===== src/mcisd_params.svh =====
// Purpose: Constants for the motor command I2C slave decoder
// Assumes: 100 MHz system clock
// Notes: Offsets, commands, reset values and timing counts
`ifndef MCISD_PARAMS_SVH
`define MCISD_PARAMS_SVH

// Default device number; its low 7 bits form the address
`define MCISD_DEV_NUM_RST 14'h000B
// Command bytes
`define MCISD_CMD_HIRES 8'hC0
`define MCISD_CMD_LOWREV 8'hE0
`define MCISD_CMD_LOWFWD 8'hE1
`define MCISD_CMD_GETVAR 8'hE5
`define MCISD_CMD_GETRAM 8'hEA
`define MCISD_CMD_FDUTYT 8'hF2
`define MCISD_CMD_FDUTY 8'hF4
// Target arithmetic
`define MCISD_TGT_MID 12'h800
`define MCISD_OPEN_NUM 17'h0_0258
`define MCISD_OPEN_DEN 17'h0_007F
// Longest read response in bytes
`define MCISD_RD_MAX 4'hF
// Clock stretch time and its cycle count
`define MCISD_CLK_NS 10
`define MCISD_STRETCH_NS 1000
`define MCISD_STRETCH_CYC ((`MCISD_STRETCH_NS) / (`MCISD_CLK_NS))

`endif


===== src/mcisd_pkg.sv =====
// Purpose: Types for the motor command I2C slave decoder
// Assumes: Nothing beyond the params header
// Notes: Structs carry grouped outputs
package mcisd_pkg;

  // Feedback mode of the controller
  typedef enum logic [1:0] {
    FB_NONE,
    FB_ANALOG,
    FB_FREQ
  } mcisd_fb_e;

  // Byte engine states
  typedef enum logic [2:0] {
    ST_IDLE,
    ST_ADDR,
    ST_RX,
    ST_ACK,
    ST_TX,
    ST_MACK,
    ST_LOAD
  } mcisd_st_e;

  // Target update
  typedef struct packed {
    logic valid;
    logic [11:0] value;
  } mcisd_tgt_s;

  // Duty cycle force; hold=1 for the target form
  typedef struct packed {
    logic valid;
    logic hold;
    logic [15:0] value;
  } mcisd_duty_s;

  // Variable read request
  typedef struct packed {
    logic space;
    logic [7:0] addr;
  } mcisd_rdreq_s;

endpackage : mcisd_pkg


===== src/mcisd_top.sv =====
// Purpose: I2C slave decoding motor target and duty commands
// Assumes: SCL and SDA arrive async; rd_data follows rd_req
// Notes: SCL is sampled by sys_clk, stretched at most once per byte
// Function
// - Address is low 7 bits of device number
// - First byte is address plus direction bit
// - Repeated start handled as stop plus start
// - Acknowledge matching address and following bytes
// - High-res command byte carries target low 5
// - Data byte holds target bits 5 to 11
// - Target updates when final byte is acknowledged
// - Analog/frequency forward: 2048 plus 16 times magnitude
// - Open-loop forward: 2048 plus 600/127 magnitude
// - Reverse subtracts scaled magnitude from 2048
// - Reverse with zero magnitude stops motor
// - Command F2 takes signed 16-bit, low first
// - Command F4 uses the same encoding
// - Variable read returns bytes from offset
// - At most 15 response bytes per read
// - Multi-byte variables go least significant first
// - Command-only write then read reuses offset
// - Variable read E5, RAM settings read EA
// - Stretch SCL at most once per byte
`include "mcisd_params.svh"

module mcisd_top
  import mcisd_pkg::*;
#(
  parameter int STRETCH_CYC = `MCISD_STRETCH_CYC
) (
  // Clock and reset
  input wire logic sys_clk,
  input wire logic reset_n,
  // I2C clock pin
  input wire logic scl_in,
  output logic scl_out,
  output logic scl_oe,
  // I2C data pin
  input wire logic sda_in,
  output logic sda_out,
  output logic sda_oe,
  // Settings
  input wire logic dev_num_wr,
  input wire logic [13:0] dev_num_in,
  input wire mcisd_fb_e fb_mode,
  // Motor commands
  output mcisd_tgt_s tgt_cmd,
  output logic stop_pulse,
  output mcisd_duty_s duty_cmd,
  // Variable read port
  output mcisd_rdreq_s rd_req,
  input wire logic [7:0] rd_data
);

  // Stretch counter must fit its 10-bit register
  if (STRETCH_CYC < 1 || STRETCH_CYC > 1000) begin : g_chk
    $error("STRETCH_CYC out of range");
  end

  ////////////////////////////////////////////////////////////
  // Functions

  // High-resolution group covers C0 to DF
  function automatic logic is_hires(input logic [7:0] c);
    is_hires = (c[7:5] == 3'(`MCISD_CMD_HIRES >> 5));
  endfunction : is_hires

  // Either force-duty command
  function automatic logic is_duty(input logic [7:0] c);
    is_duty = (c == `MCISD_CMD_FDUTYT) || (c == `MCISD_CMD_FDUTY);
  endfunction : is_duty

  // Low-resolution target from magnitude and mode
  function automatic logic [11:0] low_tgt(input logic rev,
                                          input mcisd_fb_e m,
                                          input logic [6:0] mag);
    logic [16:0] prod;
    logic [11:0] sc;
    prod = {10'h000, mag} * `MCISD_OPEN_NUM;
    sc = {1'b0, mag, 4'h0};
    if (m == FB_NONE) begin
      // Truncating divide; 127 maps exactly to 600
      sc = 12'(prod / `MCISD_OPEN_DEN);
    end
    low_tgt = rev ? `MCISD_TGT_MID - sc : `MCISD_TGT_MID + sc;
  endfunction : low_tgt

  ////////////////////////////////////////////////////////////
  // Declarations

  logic [1:0] sy1_ff; // First sync stage {sda, scl}
  logic [1:0] sy2_ff; // Second sync stage
  logic [1:0] prv_ff; // Previous synced levels
  logic scl_s; // Synced SCL
  logic sda_s; // Synced SDA
  logic rise; // SCL rising
  logic fall; // SCL falling
  logic start; // Start or repeated start
  logic stop; // Stop condition
  logic [6:0] dev_ff; // Own address
  mcisd_st_e st_ff; // Byte engine state
  logic [3:0] cnt_ff; // Bit count in byte
  logic [7:0] sh_ff; // Shift register
  logic rd_dir_ff; // Read transfer
  logic ack_ff; // Master acknowledged
  logic sda_oe_ff; // Pull SDA low
  logic lo_ff; // Constant low pin level
  logic [9:0] str_ff; // Stretch cycles left
  logic [9:0] nxt_str; // Next stretch count
  logic scl_oe_ff; // Hold SCL low
  logic byte_done; // Eighth bit finished
  logic addr_hit; // Address matches
  logic stretch_go; // Begin a stretch
  logic [7:0] tx_byte; // Next byte to send
  logic [1:0] idx_ff; // Write byte index
  logic [7:0] cmd_ff; // Command byte
  logic [7:0] dlo_ff; // Duty low byte
  logic [7:0] off_ff; // Variable offset
  logic spc_ff; // RAM settings space
  mcisd_tgt_s tgt_ff; // Target output
  logic stop_ff; // Stop output
  mcisd_duty_s duty_ff; // Duty output
  mcisd_rdreq_s rdq_ff; // Read request
  logic [3:0] rdn_ff; // Bytes loaded this read

  ////////////////////////////////////////////////////////////
  // Pin synchroniser and bus events

  // Two flops per pin before anything looks at them
  always_ff @(posedge sys_clk or negedge reset_n) begin
    if (!reset_n) begin
      sy1_ff <= 2'h3;
      sy2_ff <= 2'h3;
      prv_ff <= 2'h3;
    end else begin
      sy1_ff <= {sda_in, scl_in};
      sy2_ff <= sy1_ff;
      prv_ff <= sy2_ff;
    end
  end

  assign scl_s = sy2_ff[0];
  assign sda_s = sy2_ff[1];
  assign rise = scl_s && !prv_ff[0];
  assign fall = !scl_s && prv_ff[0];
  // SDA edges while SCL stays high
  assign start = scl_s && prv_ff[0] && prv_ff[1] && !sda_s;
  assign stop = scl_s && prv_ff[0] && !prv_ff[1] && sda_s;

  ////////////////////////////////////////////////////////////
  // Device number setting

  // Only the low 7 bits matter for I2C
  always_ff @(posedge sys_clk or negedge reset_n) begin
    if (!reset_n) begin
      dev_ff <= 7'(`MCISD_DEV_NUM_RST);
    end else if (dev_num_wr) begin
      dev_ff <= dev_num_in[6:0];
    end
  end

  ////////////////////////////////////////////////////////////
  // Byte engine

  assign byte_done = fall && (cnt_ff == 4'h8) && (st_ff == ST_ADDR || st_ff == ST_RX);
  assign addr_hit = (sh_ff[7:1] == dev_ff);
  // Past the response limit the bus reads idle high
  assign tx_byte = (rdn_ff >= `MCISD_RD_MAX) ? 8'hFF : rd_data;

  // Start wins over everything, so a repeated start resyncs
  always_ff @(posedge sys_clk or negedge reset_n) begin
    if (!reset_n) begin
      st_ff <= ST_IDLE;
      cnt_ff <= 4'h0;
      sh_ff <= 8'h00;
      rd_dir_ff <= 1'b0;
      ack_ff <= 1'b0;
      sda_oe_ff <= 1'b0;
    end else if (start) begin
      st_ff <= ST_ADDR;
      cnt_ff <= 4'h0;
      sda_oe_ff <= 1'b0;
    end else if (stop) begin
      st_ff <= ST_IDLE;
      sda_oe_ff <= 1'b0;
    end else begin
      case (st_ff)
        ST_ADDR, ST_RX: begin
          // Sample on rise, decide after eighth fall
          if (rise && cnt_ff != 4'h8) begin
            sh_ff <= {sh_ff[6:0], sda_s};
            cnt_ff <= cnt_ff + 4'h1;
          end else if (byte_done) begin
            if (st_ff == ST_ADDR && !addr_hit) begin
              st_ff <= ST_IDLE;
            end else begin
              sda_oe_ff <= 1'b1;
              st_ff <= ST_ACK;
              if (st_ff == ST_ADDR) begin
                rd_dir_ff <= sh_ff[0];
              end
            end
          end
        end
        ST_ACK: begin
          // End of our ACK bit
          if (fall && rd_dir_ff) begin
            sh_ff <= tx_byte;
            sda_oe_ff <= !tx_byte[7];
            cnt_ff <= 4'h1;
            st_ff <= ST_TX;
          end else if (fall) begin
            sda_oe_ff <= 1'b0;
            cnt_ff <= 4'h0;
            st_ff <= ST_RX;
          end
        end
        ST_TX: begin
          // Next bit goes out while SCL is low
          if (fall && cnt_ff == 4'h8) begin
            sda_oe_ff <= 1'b0;
            st_ff <= ST_MACK;
          end else if (fall) begin
            sda_oe_ff <= !sh_ff[6];
            sh_ff <= {sh_ff[6:0], 1'b1};
            cnt_ff <= cnt_ff + 4'h1;
          end
        end
        ST_MACK: begin
          // NACK ends the read; wait for stop or start
          if (rise) begin
            ack_ff <= !sda_s;
          end else if (fall) begin
            st_ff <= ack_ff ? ST_LOAD : ST_IDLE;
          end
        end
        ST_LOAD: begin
          // Load in the first stretch cycle so SDA settles long before SCL is let go
          if (str_ff == 10'(STRETCH_CYC)) begin
            sh_ff <= tx_byte;
            sda_oe_ff <= !tx_byte[7];
            cnt_ff <= 4'h1;
            st_ff <= ST_TX;
          end
        end
        default: begin
        end
      endcase
    end
  end

  ////////////////////////////////////////////////////////////
  // Clock stretching

  // One stretch per byte: our ACK, or after a non-final read byte
  assign stretch_go = (byte_done && (st_ff == ST_RX || addr_hit))
                   || (st_ff == ST_MACK && fall && ack_ff);

  always_comb begin
    nxt_str = str_ff;
    if (start || stop) begin
      nxt_str = 10'h000;
    end else if (stretch_go) begin
      nxt_str = 10'(STRETCH_CYC);
    end else if (str_ff != 10'h000) begin
      nxt_str = str_ff - 10'h001;
    end
  end

  always_ff @(posedge sys_clk or negedge reset_n) begin
    if (!reset_n) begin
      str_ff <= 10'h000;
      scl_oe_ff <= 1'b0;
      lo_ff <= 1'b0;
    end else begin
      str_ff <= nxt_str;
      scl_oe_ff <= (nxt_str != 10'h000);
      lo_ff <= 1'b0;
    end
  end

  ////////////////////////////////////////////////////////////
  // Write command decode

  // Action happens when the final byte is ACKed, not at stop
  always_ff @(posedge sys_clk or negedge reset_n) begin
    if (!reset_n) begin
      idx_ff <= 2'h0;
      cmd_ff <= 8'h00;
      dlo_ff <= 8'h00;
      off_ff <= 8'h00;
      spc_ff <= 1'b0;
      tgt_ff <= '0;
      stop_ff <= 1'b0;
      duty_ff <= '0;
    end else begin
      tgt_ff.valid <= 1'b0;
      stop_ff <= 1'b0;
      duty_ff.valid <= 1'b0;
      if (st_ff == ST_ADDR && byte_done) begin
        idx_ff <= 2'h0;
      end else if (st_ff == ST_RX && byte_done) begin
        idx_ff <= (idx_ff == 2'h3) ? 2'h3 : idx_ff + 2'h1;
        case (idx_ff)
          2'h0: begin
            cmd_ff <= sh_ff;
            // Offset kept if only the command follows
            if (sh_ff == `MCISD_CMD_GETVAR || sh_ff == `MCISD_CMD_GETRAM) begin
              spc_ff <= (sh_ff == `MCISD_CMD_GETRAM);
            end
          end
          2'h1: begin
            if (is_hires(cmd_ff)) begin
              tgt_ff <= {1'b1, sh_ff[6:0], cmd_ff[4:0]};
            end else if (cmd_ff == `MCISD_CMD_LOWFWD) begin
              tgt_ff <= {1'b1, low_tgt(1'b0, fb_mode, sh_ff[6:0])};
            end else if (cmd_ff == `MCISD_CMD_LOWREV) begin
              if (sh_ff[6:0] == 7'h00) begin
                stop_ff <= 1'b1;
              end else begin
                tgt_ff <= {1'b1, low_tgt(1'b1, fb_mode, sh_ff[6:0])};
              end
            end else if (is_duty(cmd_ff)) begin
              dlo_ff <= sh_ff;
            end else if (cmd_ff == `MCISD_CMD_GETVAR || cmd_ff == `MCISD_CMD_GETRAM) begin
              off_ff <= sh_ff;
            end
          end
          2'h2: begin
            if (is_duty(cmd_ff)) begin
              // High byte second
              duty_ff <= {1'b1, cmd_ff == `MCISD_CMD_FDUTYT, sh_ff, dlo_ff};
            end
          end
          default: begin
          end
        endcase
      end
    end
  end

  ////////////////////////////////////////////////////////////
  // Variable read pointer

  // Reads never clear anything; address walks upward
  always_ff @(posedge sys_clk or negedge reset_n) begin
    if (!reset_n) begin
      rdq_ff <= '0;
      rdn_ff <= 4'h0;
    end else if (st_ff == ST_ADDR && byte_done && addr_hit && sh_ff[0]) begin
      rdq_ff <= {spc_ff, off_ff};
      rdn_ff <= 4'h0;
    end else if (st_ff == ST_MACK && fall && ack_ff) begin
      rdq_ff.addr <= rdq_ff.addr + 8'h01;
    end else if ((st_ff == ST_ACK && fall && rd_dir_ff) || (st_ff == ST_LOAD && str_ff == 10'(STRETCH_CYC))) begin
      rdn_ff <= (rdn_ff == `MCISD_RD_MAX) ? rdn_ff : rdn_ff + 4'h1;
    end
  end

  assign scl_out = lo_ff;
  assign sda_out = lo_ff;
  assign scl_oe = scl_oe_ff;
  assign sda_oe = sda_oe_ff;
  assign tgt_cmd = tgt_ff;
  assign stop_pulse = stop_ff;
  assign duty_cmd = duty_ff;
  assign rd_req = rdq_ff;
endmodule : mcisd_top


===== config.mk =====
export PLATFORM = sky130hd
export DESIGN_NAME = mcisd_top
export DESIGN_NICKNAME = d
export VERILOG_FILES = /design/src/mcisd_pkg.sv /design/src/mcisd_top.sv
export VERILOG_INCLUDE_DIRS = /design/src
export SDC_FILE = /design/constraint.sdc
export NUM_CORES = 1
export LEC_CHECK = 0
export ABC_AREA = 0
export ABC_CLOCK_PERIOD_IN_PS = 22400
export BUFFER_PORTS_ARGS = -buffer_cell sky130_fd_sc_hd__buf_2
export CAP_MARGIN = 20
export CORE_MARGIN = 2
export CORE_UTILIZATION = 64
export CTS_BUF_LIST = sky130_fd_sc_hd__clkbuf_8
export CTS_CLUSTER_DIAMETER = 100
export CTS_CLUSTER_SIZE = 16
export DETAILED_ROUTE_END_ITERATION = 10
export PLACE_DENSITY = 0.91
export SYNTH_ARGS = -nofsm -noshare
export SYNTH_HDL_FRONTEND = slang
export SYNTH_SLANG_ARGS = --single-unit

===== constraint.sdc =====
create_clock -name sys_clk -period 22.4 [get_ports sys_clk]
set_input_delay 2.24 -clock sys_clk [delete_from_list [all_inputs] [get_ports sys_clk]]
set_output_delay 2.24 -clock sys_clk [all_outputs]
set_load 0.02 [all_outputs]

Word level (Yosys, flattened, before mapping)
Index checks and enable logic that the tools add are counted.

cells by class
  add/sub/neg operators = 7
  divide/modulo/power cells = 1
  bitwise operators = 9
  equality and inequality tests = 46
  $mul = 1
  reduce and logical (&&, ||, !) cells = 64
  muxes and demuxes = 83
  order comparisons = 1

operator list
  kind                      number
  $mux W12                  13
  $mux W13                  7
  $mux W18                  4
  $eq A8 B8 Y1 const B      8
  $mux W8                   8
  $mux W4                   12
  $mux W3                   11
  $ne A4 B4 Y1 const B      8
  $pmux W8 S4               1
  $mux W10                  3
  $reduce_and A7 Y1         4
  $reduce_and A8 Y1         3
  $logic_and A1 B1 Y1       22
  $reduce_bool A10 Y1       2
  $div A17 B7 Y17 const B   1
  $mux W1                   17
  $pmux W4 S4               1
  $pmux W3 S5               1
  $mul A7 B7 Y14 const B    1
  $add A12 B12 Y12 const A  1
  $eq A3 B3 Y1 const B      4
  $ne A2 B2 Y1 const B      6
  $ne A3 B3 Y1 const B      4
  $reduce_and A4 Y1         3
  33 further kinds          67

storage, ports and cells
  word-level logic and storage cells = 238
  flip-flop bits (word level) = 114
  output and inout port bits = 45

Longest topological paths before layout
Gate-level depths: netlist (run 1).

  word-level depth = 18
  mapped depth = 46
  gate-level depth less buffers = 42

Worst setup path after synthesis (run 1)
Ideal clock, no wire load.

  path type = reg2reg
  start point = register sh_ff[3]
  end point = register tgt_ff (netlist bit tgt_cmd[10])
  stages on the path, launching flop included = 43
  setup time = 0.132 ns
  path slack = 12.552 ns
  path buffers = 1
  arrival = 9.716 ns
  data required time = 22.268 ns
  cell sequence = dfrtp_1 > ha_1 > ha_1 > ha_1 > inv_1 > fa_1 > inv_1 > ha_1 > buf_4 > a21oi_1 > o21a_1 > xnor2_1 > nand3_2 > or3_4 > o31ai_4 > nor2_1 > a311o_1 > o211a_2 > (+7 left out) > xnor2_1 > nor4_1 > o211ai_1 > nor3_1 > a21oi_1 > ha_1 > or4_1 > a31oi_1 > nor3_1 > nand2_1 > o211ai_1 > o31ai_2 > ha_1 > and3_1 > nand3_1 > xor2_1 > a222oi_1 > o21ai_1

on the way
  word-level cells in the longest chain between the ends = 15
  elaborated cells on any way between the ends = 24
  classes of those cells = 2 x add/sub; 1 x mul; 1 x div; 1 x eq/ne; 17 x mux; 2 x reduce/logical

RTL lines
  what                        RTL line          source
  from (decl)                 mcisd_top.sv:103  logic [7:0] sh_ff;
  from (signal assigned)      mcisd_top.sv:191  sh_ff <= {sh_ff[6:0], sda_s};
  from (signal assigned)      mcisd_top.sv:208  sh_ff <= tx_byte;
  from (signal assigned)      mcisd_top.sv:225  sh_ff <= {sh_ff[6:0], 1'b1};
  $mul A7 B7 Y14 (no line)    --
  $div A17 B7 Y17 (no line)   --
  $mux W12                    mcisd_top.sv:81   if (m == FB_NONE) begin
  $mux W12                    mcisd_top.sv:318  if (sh_ff[6:0] == 7'h00) begin
  $mux W12                    mcisd_top.sv:317  end else if (cmd_ff == `MCISD_CMD_LOWREV) begin
  $mux W12                    mcisd_top.sv:315  end else if (cmd_ff == `MCISD_CMD_LOWFWD) begin
  $mux W12                    mcisd_top.sv:313  if (is_hires(cmd_ff)) begin
  $mux W12                    mcisd_top.sv:304  case (idx_ff)
  $mux W12                    mcisd_top.sv:302  end else if (st_ff == ST_RX && byte_done) begin
  $mux W12                    mcisd_top.sv:300  if (st_ff == ST_ADDR && byte_done) begin
  $sub A12 B12 Y12 (no line)  --
  $mux W13                    mcisd_top.sv:318
  $mux W13                    mcisd_top.sv:317
  $mux W13                    mcisd_top.sv:315
  $mux W13                    mcisd_top.sv:313
  to (signal assigned)        mcisd_top.sv:314  tgt_ff <= {1'b1, sh_ff[6:0], cmd_ff[4:0]};
  to (signal assigned)        mcisd_top.sv:316  tgt_ff <= {1'b1, low_tgt(1'b0, fb_mode, sh_ff[6:0])};
  to (signal assigned)        mcisd_top.sv:321  tgt_ff <= {1'b1, low_tgt(1'b1, fb_mode, sh_ff[6:0])};
  to (decl)                   mcisd_top.sv:120  mcisd_tgt_s tgt_ff;

Several ways; a longest one is shown, not always the timed one. The select of a mux whose other input is x is not followed.
A chain may end at the register's enable or synchronous reset.

Final worst setup path (run 1)
  start point = register sh_ff[3]
  end point = register tgt_ff (netlist bit tgt_cmd[8])

Same word-level chain as after synthesis.

==> results of run 1 <==
[cells in the mapped netlist, drive strengths merged (24+ instances only)]
cell    instances  area (sq um)
a21oi          60           323
clkbuf         34           128
dfrtp         105          2630
ha             47           588
inv            32           120
mux2           27           308
nand2         142           533
nand3          45           235
nor2          107           404
nor3           34           180
o21ai          90           462
xnor2          34           305
xor2           24           218
[metrics by stage]
stage	hold WS, ns	instance area [sq um]	std cells	setup slack [ns]	utilization, %
after floorplan	0.345	9240	1107	12.55	-
after global placement	0.346	9640	1310	10.65	68.9
after detailed placement	0.349	9650	1311	10.35	69.0
after CTS	0.362	10100	1343	10.31	72.0
after global routing	0.366	10100	1344	9.04	72.1
final	0.361	10100	1344	10.04	72.1
[metal layers]
layer	vias up	global-route usage, %	routed length, um
li1	4171	-	-
met1	4167	41.5	10100
met2	422	53.9	11600
met3	65	4.44	1610
met4	0	11.2	583
met5	-	0	0
[area by class of cell]
cell class	instances	share of cell area, %
multi-input combinational	915	60.2
sequential	114	28.4
timing repair buffer	71	3.76
clock buffer	18	2.46
tap	180	2.23
clock inverter	14	1.77
inverter	32	1.19
[path summary, 6_finish.rpt]
check | endpoint | depth (start not counted) | from | slack [ns]
setup / recovery | tgt_cmd[8] | 41 | sh_ff[3] | 10.04
hold / removal | sy2_ff[1] | 0 | sy1_ff[1] | 0.36
setup reg to reg | tgt_cmd[8] | 41 | sh_ff[3] | 10.04
hold reg to reg | sy2_ff[1] | 0 | sy1_ff[1] | 0.36
max in group asynchronous | rd_dir_ff | 2 | reset_n | 19.35
min in group asynchronous | duty_cmd[7] | 1 | reset_n | 1.82
[state kept, by name, indices dropped and copies added (netlist names)]
| name | count |
|---|---|
| duty_cmd | 18 |
| tgt_cmd | 13 |
| str_ff | 10 |
| rd_req | 9 |
| cmd_ff | 8 |
| dlo_ff | 8 |
| off_ff | 8 |
| sh_ff | 8 |
| dev_ff | 7 |
| cnt_ff | 4 |
| rdn_ff | 4 |
| st_ff | 3 |
| idx_ff | 2 |
| prv_ff | 2 |
| sy1_ff | 2 |
| sy2_ff | 2 |
| ack_ff | 1 |
| rd_dir_ff | 1 |
| scl_oe | 1 |
| sda_oe | 1 |
| spc_ff | 1 |
| stop_pulse | 1 |
[cell families after synthesis]
group	count (synthesis)	synth area share (%)
AO/OA/AOI/OAI	318	24.1
XOR/XNOR	58	5.66
adder cells (fa/ha/maj)	54	7.66
buffers and inverters	78	3.41
flip-flops	114	31.0
multiplexers	36	4.31
other	1	0.0406
AND/OR/NAND/NOR	447	23.8
==> qor.txt, run 1 <==
chip width: 124 um
Post-DP HPWL: 17300 um
DRC: 0
Global Route Usage Sum: 31.8%
RSZ-0062 raised after global routing: no
Synth-to-Final Area Change: 9.14%
CTS Sinks: 114
Async SR Flop Fraction: 100%
area occupied by multi-input gates: 6070 sq um
final-report setup violation count: 0
Final Hold Fails: 0
syn_area_per_cell: 8.35 sq um
post-layout min period: 12.36 ns
initial core utilization: 66.1%
Clock Skews: 0.0121 ns
vias in the first global route: 8401
CP top delay family: simple AND/OR/NAND/NOR gates
crit-path most repeated cell: ha_1
gpl congestion: 0.941
Clock transition at path regs: 0.08 ns
drt via density: 6.57
ANT nets after route: 0
Worst Path Buf+Inv: 2
setup bufs post-CTS: 0
TritonCTS clock tree: built
max_slew headroom: 23.3%
CTS max path bufs: 2
later-pin clock latency in the skew report: 0.44 ns
htree depth: 4
WL/cell: 17.7 um
WP data required: 22.71 ns
Die Y: 124 um
Hold Path Class: reg2reg
Max-Cap Viols: 0
die area: 15400 sq um
setup TNS: 0 ns
# IOs: 74
Post-synth EDFFs: 0
most common cell after layout, fill and taps aside: nand2_1
most frequent cells in the layout: nand2_1 (142), nor2_1 (106), dfrtp_1 (105), o21ai_0 (74), buf_2 (63)
FP Rows: 43
CP peak stage delay: 0.80 ns
Fillers: 1014
Hold Buf Count CTS: 0
Worst setup SP type: flop
Num CTS Buffers: 17
Crit path arrival time: 12.67 ns
Netlist cell types: 98
flops & latches, synth: 114
nets@finish: 1232
largest net degree at the start of global routing: 64
kind of critical path: reg2reg
ratio of cells with drive above 1 in the final layout: 16.2%
Mapped Cells: 1106
Root Driver: clkbuf_8
first-pass GRT wire length: 39400 um
Vias: 8825
diodes inserted: 0
Detailed Routing Iterations Pass 1: 8
Ys Warns: 0
sequential area share after synthesis: 31.0%
cts repair resizes: 0
IO Port Bufs: 64
total gr overflow: 0
critical path fanouts, max: 16
initial antenna violation count: 0
Worst Tran Pin Value: 1.14 ns
final WL: 23800 um
Synth Flop Type: dfrtp_1
Tcrit/Tclk final: 55.2%
initial DRC count: 940
max-slew violations: 0
Critical Path Sink Type: flop
f_max: 80.9 MHz
Core Area: 14000 sq um
FF+latch area: 2860 sq um
Slowest cell on crit path: dfrtp_1
Netlist Area Pre-Place: 9240 sq um
status: completed
Power of run 1 is left out: the tool's default activity adds up to more than one toggle a clock period on the data nets, which glitch-free logic cannot reach.
==> inputs of run 2 (changes only) <==
--- a/config.mk
+++ b/config.mk
@@ -7,16 +7,16 @@
 export NUM_CORES = 1
 export LEC_CHECK = 0
 export ABC_AREA = 0
-export ABC_CLOCK_PERIOD_IN_PS = 22400
+export ABC_CLOCK_PERIOD_IN_PS = 10750
 export BUFFER_PORTS_ARGS = -buffer_cell sky130_fd_sc_hd__buf_2
 export CAP_MARGIN = 20
 export CORE_MARGIN = 2
-export CORE_UTILIZATION = 64
+export CORE_UTILIZATION = 57
 export CTS_BUF_LIST = sky130_fd_sc_hd__clkbuf_8
 export CTS_CLUSTER_DIAMETER = 100
 export CTS_CLUSTER_SIZE = 16
 export DETAILED_ROUTE_END_ITERATION = 10
-export PLACE_DENSITY = 0.91
+export PLACE_DENSITY = 0.86
 export SYNTH_ARGS = -nofsm -noshare
 export SYNTH_HDL_FRONTEND = slang
 export SYNTH_SLANG_ARGS = --single-unit
==> constraint.sdc (replaced) <==
create_clock -name sys_clk -period 10.75 [get_ports sys_clk]
set_input_delay 1.075 -clock sys_clk [delete_from_list [all_inputs] [get_ports sys_clk]]
set_output_delay 1.075 -clock sys_clk [all_outputs]
set_load 0.02 [all_outputs]
==> qor.txt, run 2 (synthesis gave the netlist of run 1 again) <==
status: completed
Reg2Reg Setup Slack: 0.28 ns
initial DRC count: 806
max FFs per register: 18
area occupied by multi-input gates: 6500 sq um
Crit path arrival time: 10.77 ns
Die Y: 131 um
initial core utilization: 58.2%
Layout Utilization: 69.0%
# IOs: 74
nets@finish: 1285
WL/cell: 17.8 um
f_max: 95.5 MHz
gpl congestion: 0.981
final-report setup violation count: 0
initial antenna violation count: 0
CP peak stage delay: 0.46 ns
Hold Buf Count CTS: 0
Core Area: 15900 sq um
max_slew headroom: 25.6%
Clock Skews: 0.0103 ns
critical path fanouts, max: 14
post-layout min period: 10.47 ns
WP data required: 11.05 ns
Clock transition at path regs: 0.07 ns
Root Driver: clkbuf_8
Num CTS Buffers: 17
diodes inserted: 0
TritonCTS clock tree: built
FP Rows: 46
most frequent cells in the layout: nand2_1 (140), dfrtp_1 (105), nor2_1 (100), o21ai_0 (71), buf_2 (63)
Max-Cap Viols: 0
later-pin clock latency in the skew report: 0.43 ns
IO Port Bufs: 64
Final Hold Fails: 0
chip width: 131 um
Post-DP HPWL: 17800 um
ANT nets after route: 0
Critical Path Sink Type: flop
Worst Tran Pin Value: 1.11 ns
Slowest cell on crit path: a222oi_1
Worst setup SP type: flop
ratio of cells with drive above 1 in the final layout: 24.3%
CTS max path bufs: 2
Synth-to-Final Area Change: 18.6%
kind of critical path: reg2reg
htree depth: 4
Detailed Routing Iterations Pass 1: 5
first-pass GRT wire length: 40900 um
Tcrit/Tclk final: 97.4%
Vias: 9226
drt via density: 6.44
Hold Path Class: reg2reg
vias in the first global route: 8540
DRC: 0
Global Route Usage Sum: 28.4%
total gr overflow: 0
CTS Sinks: 114
die area: 17200 sq um
crit-path most repeated cell: buf_4
final WL: 25600 um
Fillers: 1184
FF+latch area: 2860 sq um
largest net degree at the start of global routing: 74
max-slew violations: 0
most common cell after layout, fill and taps aside: nand2_1
run 2: layer usage:
metal | GRT usage (%) | up-vias | wire length (um)
met1 | 37.0 | 4426 | 10500
li1 | - | 4291 | -
met5 | 0 | - | 0
met3 | 3.82 | 67 | 1690
met4 | 10.8 | 0 | 797
met2 | 48.4 | 442 | 12500
run 2: stage by stage:
stage | hold slack [ns] | setup slack, ns | instance area, sq um | std cells | setup TNS, ns
2_1_floorplan | 0.345 | 0.902 | 9240 | 1107 | 0
3_3_place_gp | 0.347 | 0.386 | 9920 | 1378 | 0
3_5_place_dp | 0.354 | -0.0147 | 9940 | 1379 | -0.0147
4_1_cts | 0.364 | 0.00548 | 10400 | 1411 | 0
5_1_grt | 0.367 | -0.161 | 11000 | 1433 | -0.161
6_report | 0.364 | 0.275 | 11000 | 1433 | 0
run 2: path summary, 6_finish.rpt:
kind	endpoint	cells past startpoint	from
max in group asynchronous	tgt_cmd[8]	2	reset_n
min	sy2_ff[0]	0	sy1_ff[0]
max	tgt_cmd[10]	44	sh_ff[5]
min in group asynchronous	duty_cmd[6]	1	reset_n
max reg2reg	tgt_cmd[10]	44	sh_ff[5]
min reg2reg	sy2_ff[0]	0	sy1_ff[0]
run 2: critical path, delay by kind of cell (launching register included):
kind | cells | cell delay, ns
AO/OA/AOI/OAI | 13 | 3.00
AND/OR/NAND/NOR | 14 | 2.51
adder cells (fa/ha/maj) | 7 | 2.16
buffers and inverters | 5 | 0.94
multiplexers | 2 | 0.79
XOR/XNOR | 3 | 0.53
flip-flops | 1 | 0.39
run 2: area by class of cell:
cell class	count	area share (%)
clock buffer	20	2.51
tap	216	2.47
timing repair buffer	124	7.24
clock inverter	12	1.28
inverter	32	1.10
sequential	114	26.1
multi-input combinational	915	59.3
run 2: timing repair:
action,in CTS,in global routing
setup endpoints to repair,1,6
resized for setup,2,79
buffers inserted,0,21
pin swaps,0,38
Power of run 2 is left out for the same reason.
==> inputs of run 3 (changes only) <==
--- a/config.mk
+++ b/config.mk
@@ -10,8 +10,10 @@
 export ABC_CLOCK_PERIOD_IN_PS = 10750
 export BUFFER_PORTS_ARGS = -buffer_cell sky130_fd_sc_hd__buf_2
 export CAP_MARGIN = 20
+export CELL_PAD_IN_SITES_DETAIL_PLACEMENT = 0
+export CELL_PAD_IN_SITES_GLOBAL_PLACEMENT = 1
 export CORE_MARGIN = 2
-export CORE_UTILIZATION = 57
+export CORE_UTILIZATION = 43
 export CTS_BUF_LIST = sky130_fd_sc_hd__clkbuf_8
 export CTS_CLUSTER_DIAMETER = 100
 export CTS_CLUSTER_SIZE = 16
==> qor.txt, run 3 (synthesis gave the netlist of run 1 again) <==
status: completed
Synth-to-Final Area Change: 17.7%
DRC: 0
initial antenna violation count: 0
Worst setup SP type: flop
CTS max path bufs: 2
vias in the first global route: 7997
drt via density: 5.87
Max-Cap Viols: 0
max FFs per register: 18
Clock transition at path regs: 0.07 ns
first-pass GRT wire length: 39800 um
Hold Buf Count CTS: 0
setup TNS: 0 ns
Crit path arrival time: 10.61 ns
Vias: 8781
FF+latch area: 2860 sq um
Final Hold Fails: 0
Layout Cells excl Fill: 1497
Global Route Usage Sum: 21.7%
ratio of cells with drive above 1 in the final layout: 22.6%
kind of critical path: reg2reg
Fillers: 2023
post-layout min period: 10.29 ns
CP peak stage delay: 0.59 ns
diodes inserted: 0
Num CTS Buffers: 17
most common cell after layout, fill and taps aside: nand2_1
total gr overflow: 0
WP data required: 11.07 ns
f_max: 97.2 MHz
crit-path most repeated cell: ha_1
# IOs: 74
Core Area: 21100 sq um
largest net degree at the start of global routing: 61
TritonCTS clock tree: built
Root Driver: clkbuf_8
area occupied by multi-input gates: 6330 sq um
Detailed Routing Iterations Pass 1: 5
Hold WS: 0.356 ns
Slowest cell on crit path: or4_1
WL/cell: 16.7 um
IO Port Bufs: 64
DP Area: 10100 sq um
Hold Path Class: reg2reg
chip width: 151 um
nets@finish: 1290
max-slew violations: 0
Critical Path Sink Type: flop
FP Rows: 53
CTS Sinks: 114
later-pin clock latency in the skew report: 0.45 ns
htree depth: 4
most frequent cells in the layout: nand2_1 (142), dfrtp_1 (105), nor2_1 (103), o21ai_0 (73), buf_4 (66)
critical path fanouts, max: 8
Tcrit/Tclk final: 95.7%
final WL: 25100 um
Clock Skews: 0.00919 ns
Cell Count Post-Placement: 1455
gpl congestion: 0.885
cell area after layout: 10900 sq um
initial core utilization: 43.8%
ANT nets after route: 0
Die Y: 151 um
Worst Tran Pin Value: 1.05 ns
Post-DP HPWL: 18600 um
final-report setup violation count: 0
die area: 22700 sq um
max_slew headroom: 29.5%
initial DRC count: 532
[run 3: cell types whose count changed in the layout (fill, tap and decap cells not counted), sizes merged]
cell / change
clkbuf: -1
clkinvlp: +1
buf: +5
[run 3: cell type report]
| class | instances | share of cell area [%] |
|---|---|---|
| Clock buffer | 19 | 2.40 |
| Clock inverter | 13 | 1.32 |
| Timing Repair Buffer | 129 | 7.46 |
| Inverter | 32 | 1.10 |
| Tap cell | 275 | 3.16 |
| Multi-Input combinational cell | 915 | 58.2 |
| Sequential cell | 114 | 26.3 |
[run 3: final timing paths]
check / slack, ns / from / depth (start not counted) / to
hold reg to reg: 0.36 / sy1_ff[1] / 0 / sy2_ff[1]
min in group asynchronous: 0.69 / reset_n / 1 / duty_cmd[17]
setup reg to reg: 0.46 / sh_ff[3] / 42 / tgt_cmd[10]
max in group asynchronous: 8.88 / reset_n / 2 / stop_pulse
hold / removal: 0.36 / sy1_ff[1] / 0 / sy2_ff[1]
setup / recovery: 0.46 / sh_ff[3] / 42 / tgt_cmd[10]
[run 3: timing repair]
| action | CTS | global route |
|---|---|---|
| endpoints found under the setup margin | 0 | 8 |
| resized for setup | 0 | 46 |
| endpoints found under the hold margin | 0 | 0 |
| setup buffers | 0 | 9 |
[run 3: critical path: cells and delay by family, from the launching register on]
kind | cells | cell delay [ns]
AOI/OAI and AO/OA | 16 | 4.23
xor gates and xnor gates | 3 | 0.50
adders and majority gates | 8 | 2.46
buffers and inverters | 5 | 0.63
DFF | 1 | 0.38
muxes | 1 | 0.34
and+or+nand+nor | 9 | 1.61
[run 3: routing by layer]
layer  track usage, %  part of all wire, %  up-vias  wire [um]
li1                 -                    -     4279          -
met1             30.9                   47     4254      11900
met2             35.3                   47      224      11700
met3             2.70                  4.8       24       1200
met4             5.42                 0.89        0        224
met5                0                    0        -          0
[run 3: per-stage QoR]
step / setup slack [ns] / util [%]
after floorplan: 0.902 / -
after global placement: 0.219 / 48.1
after detailed placement: 0.0486 / 48.1
after CTS: 0.0178 / 50.0
after global routing: -0.0908 / 51.6
final: 0.460 / 51.6
Power of run 3 is left out for the same reason.
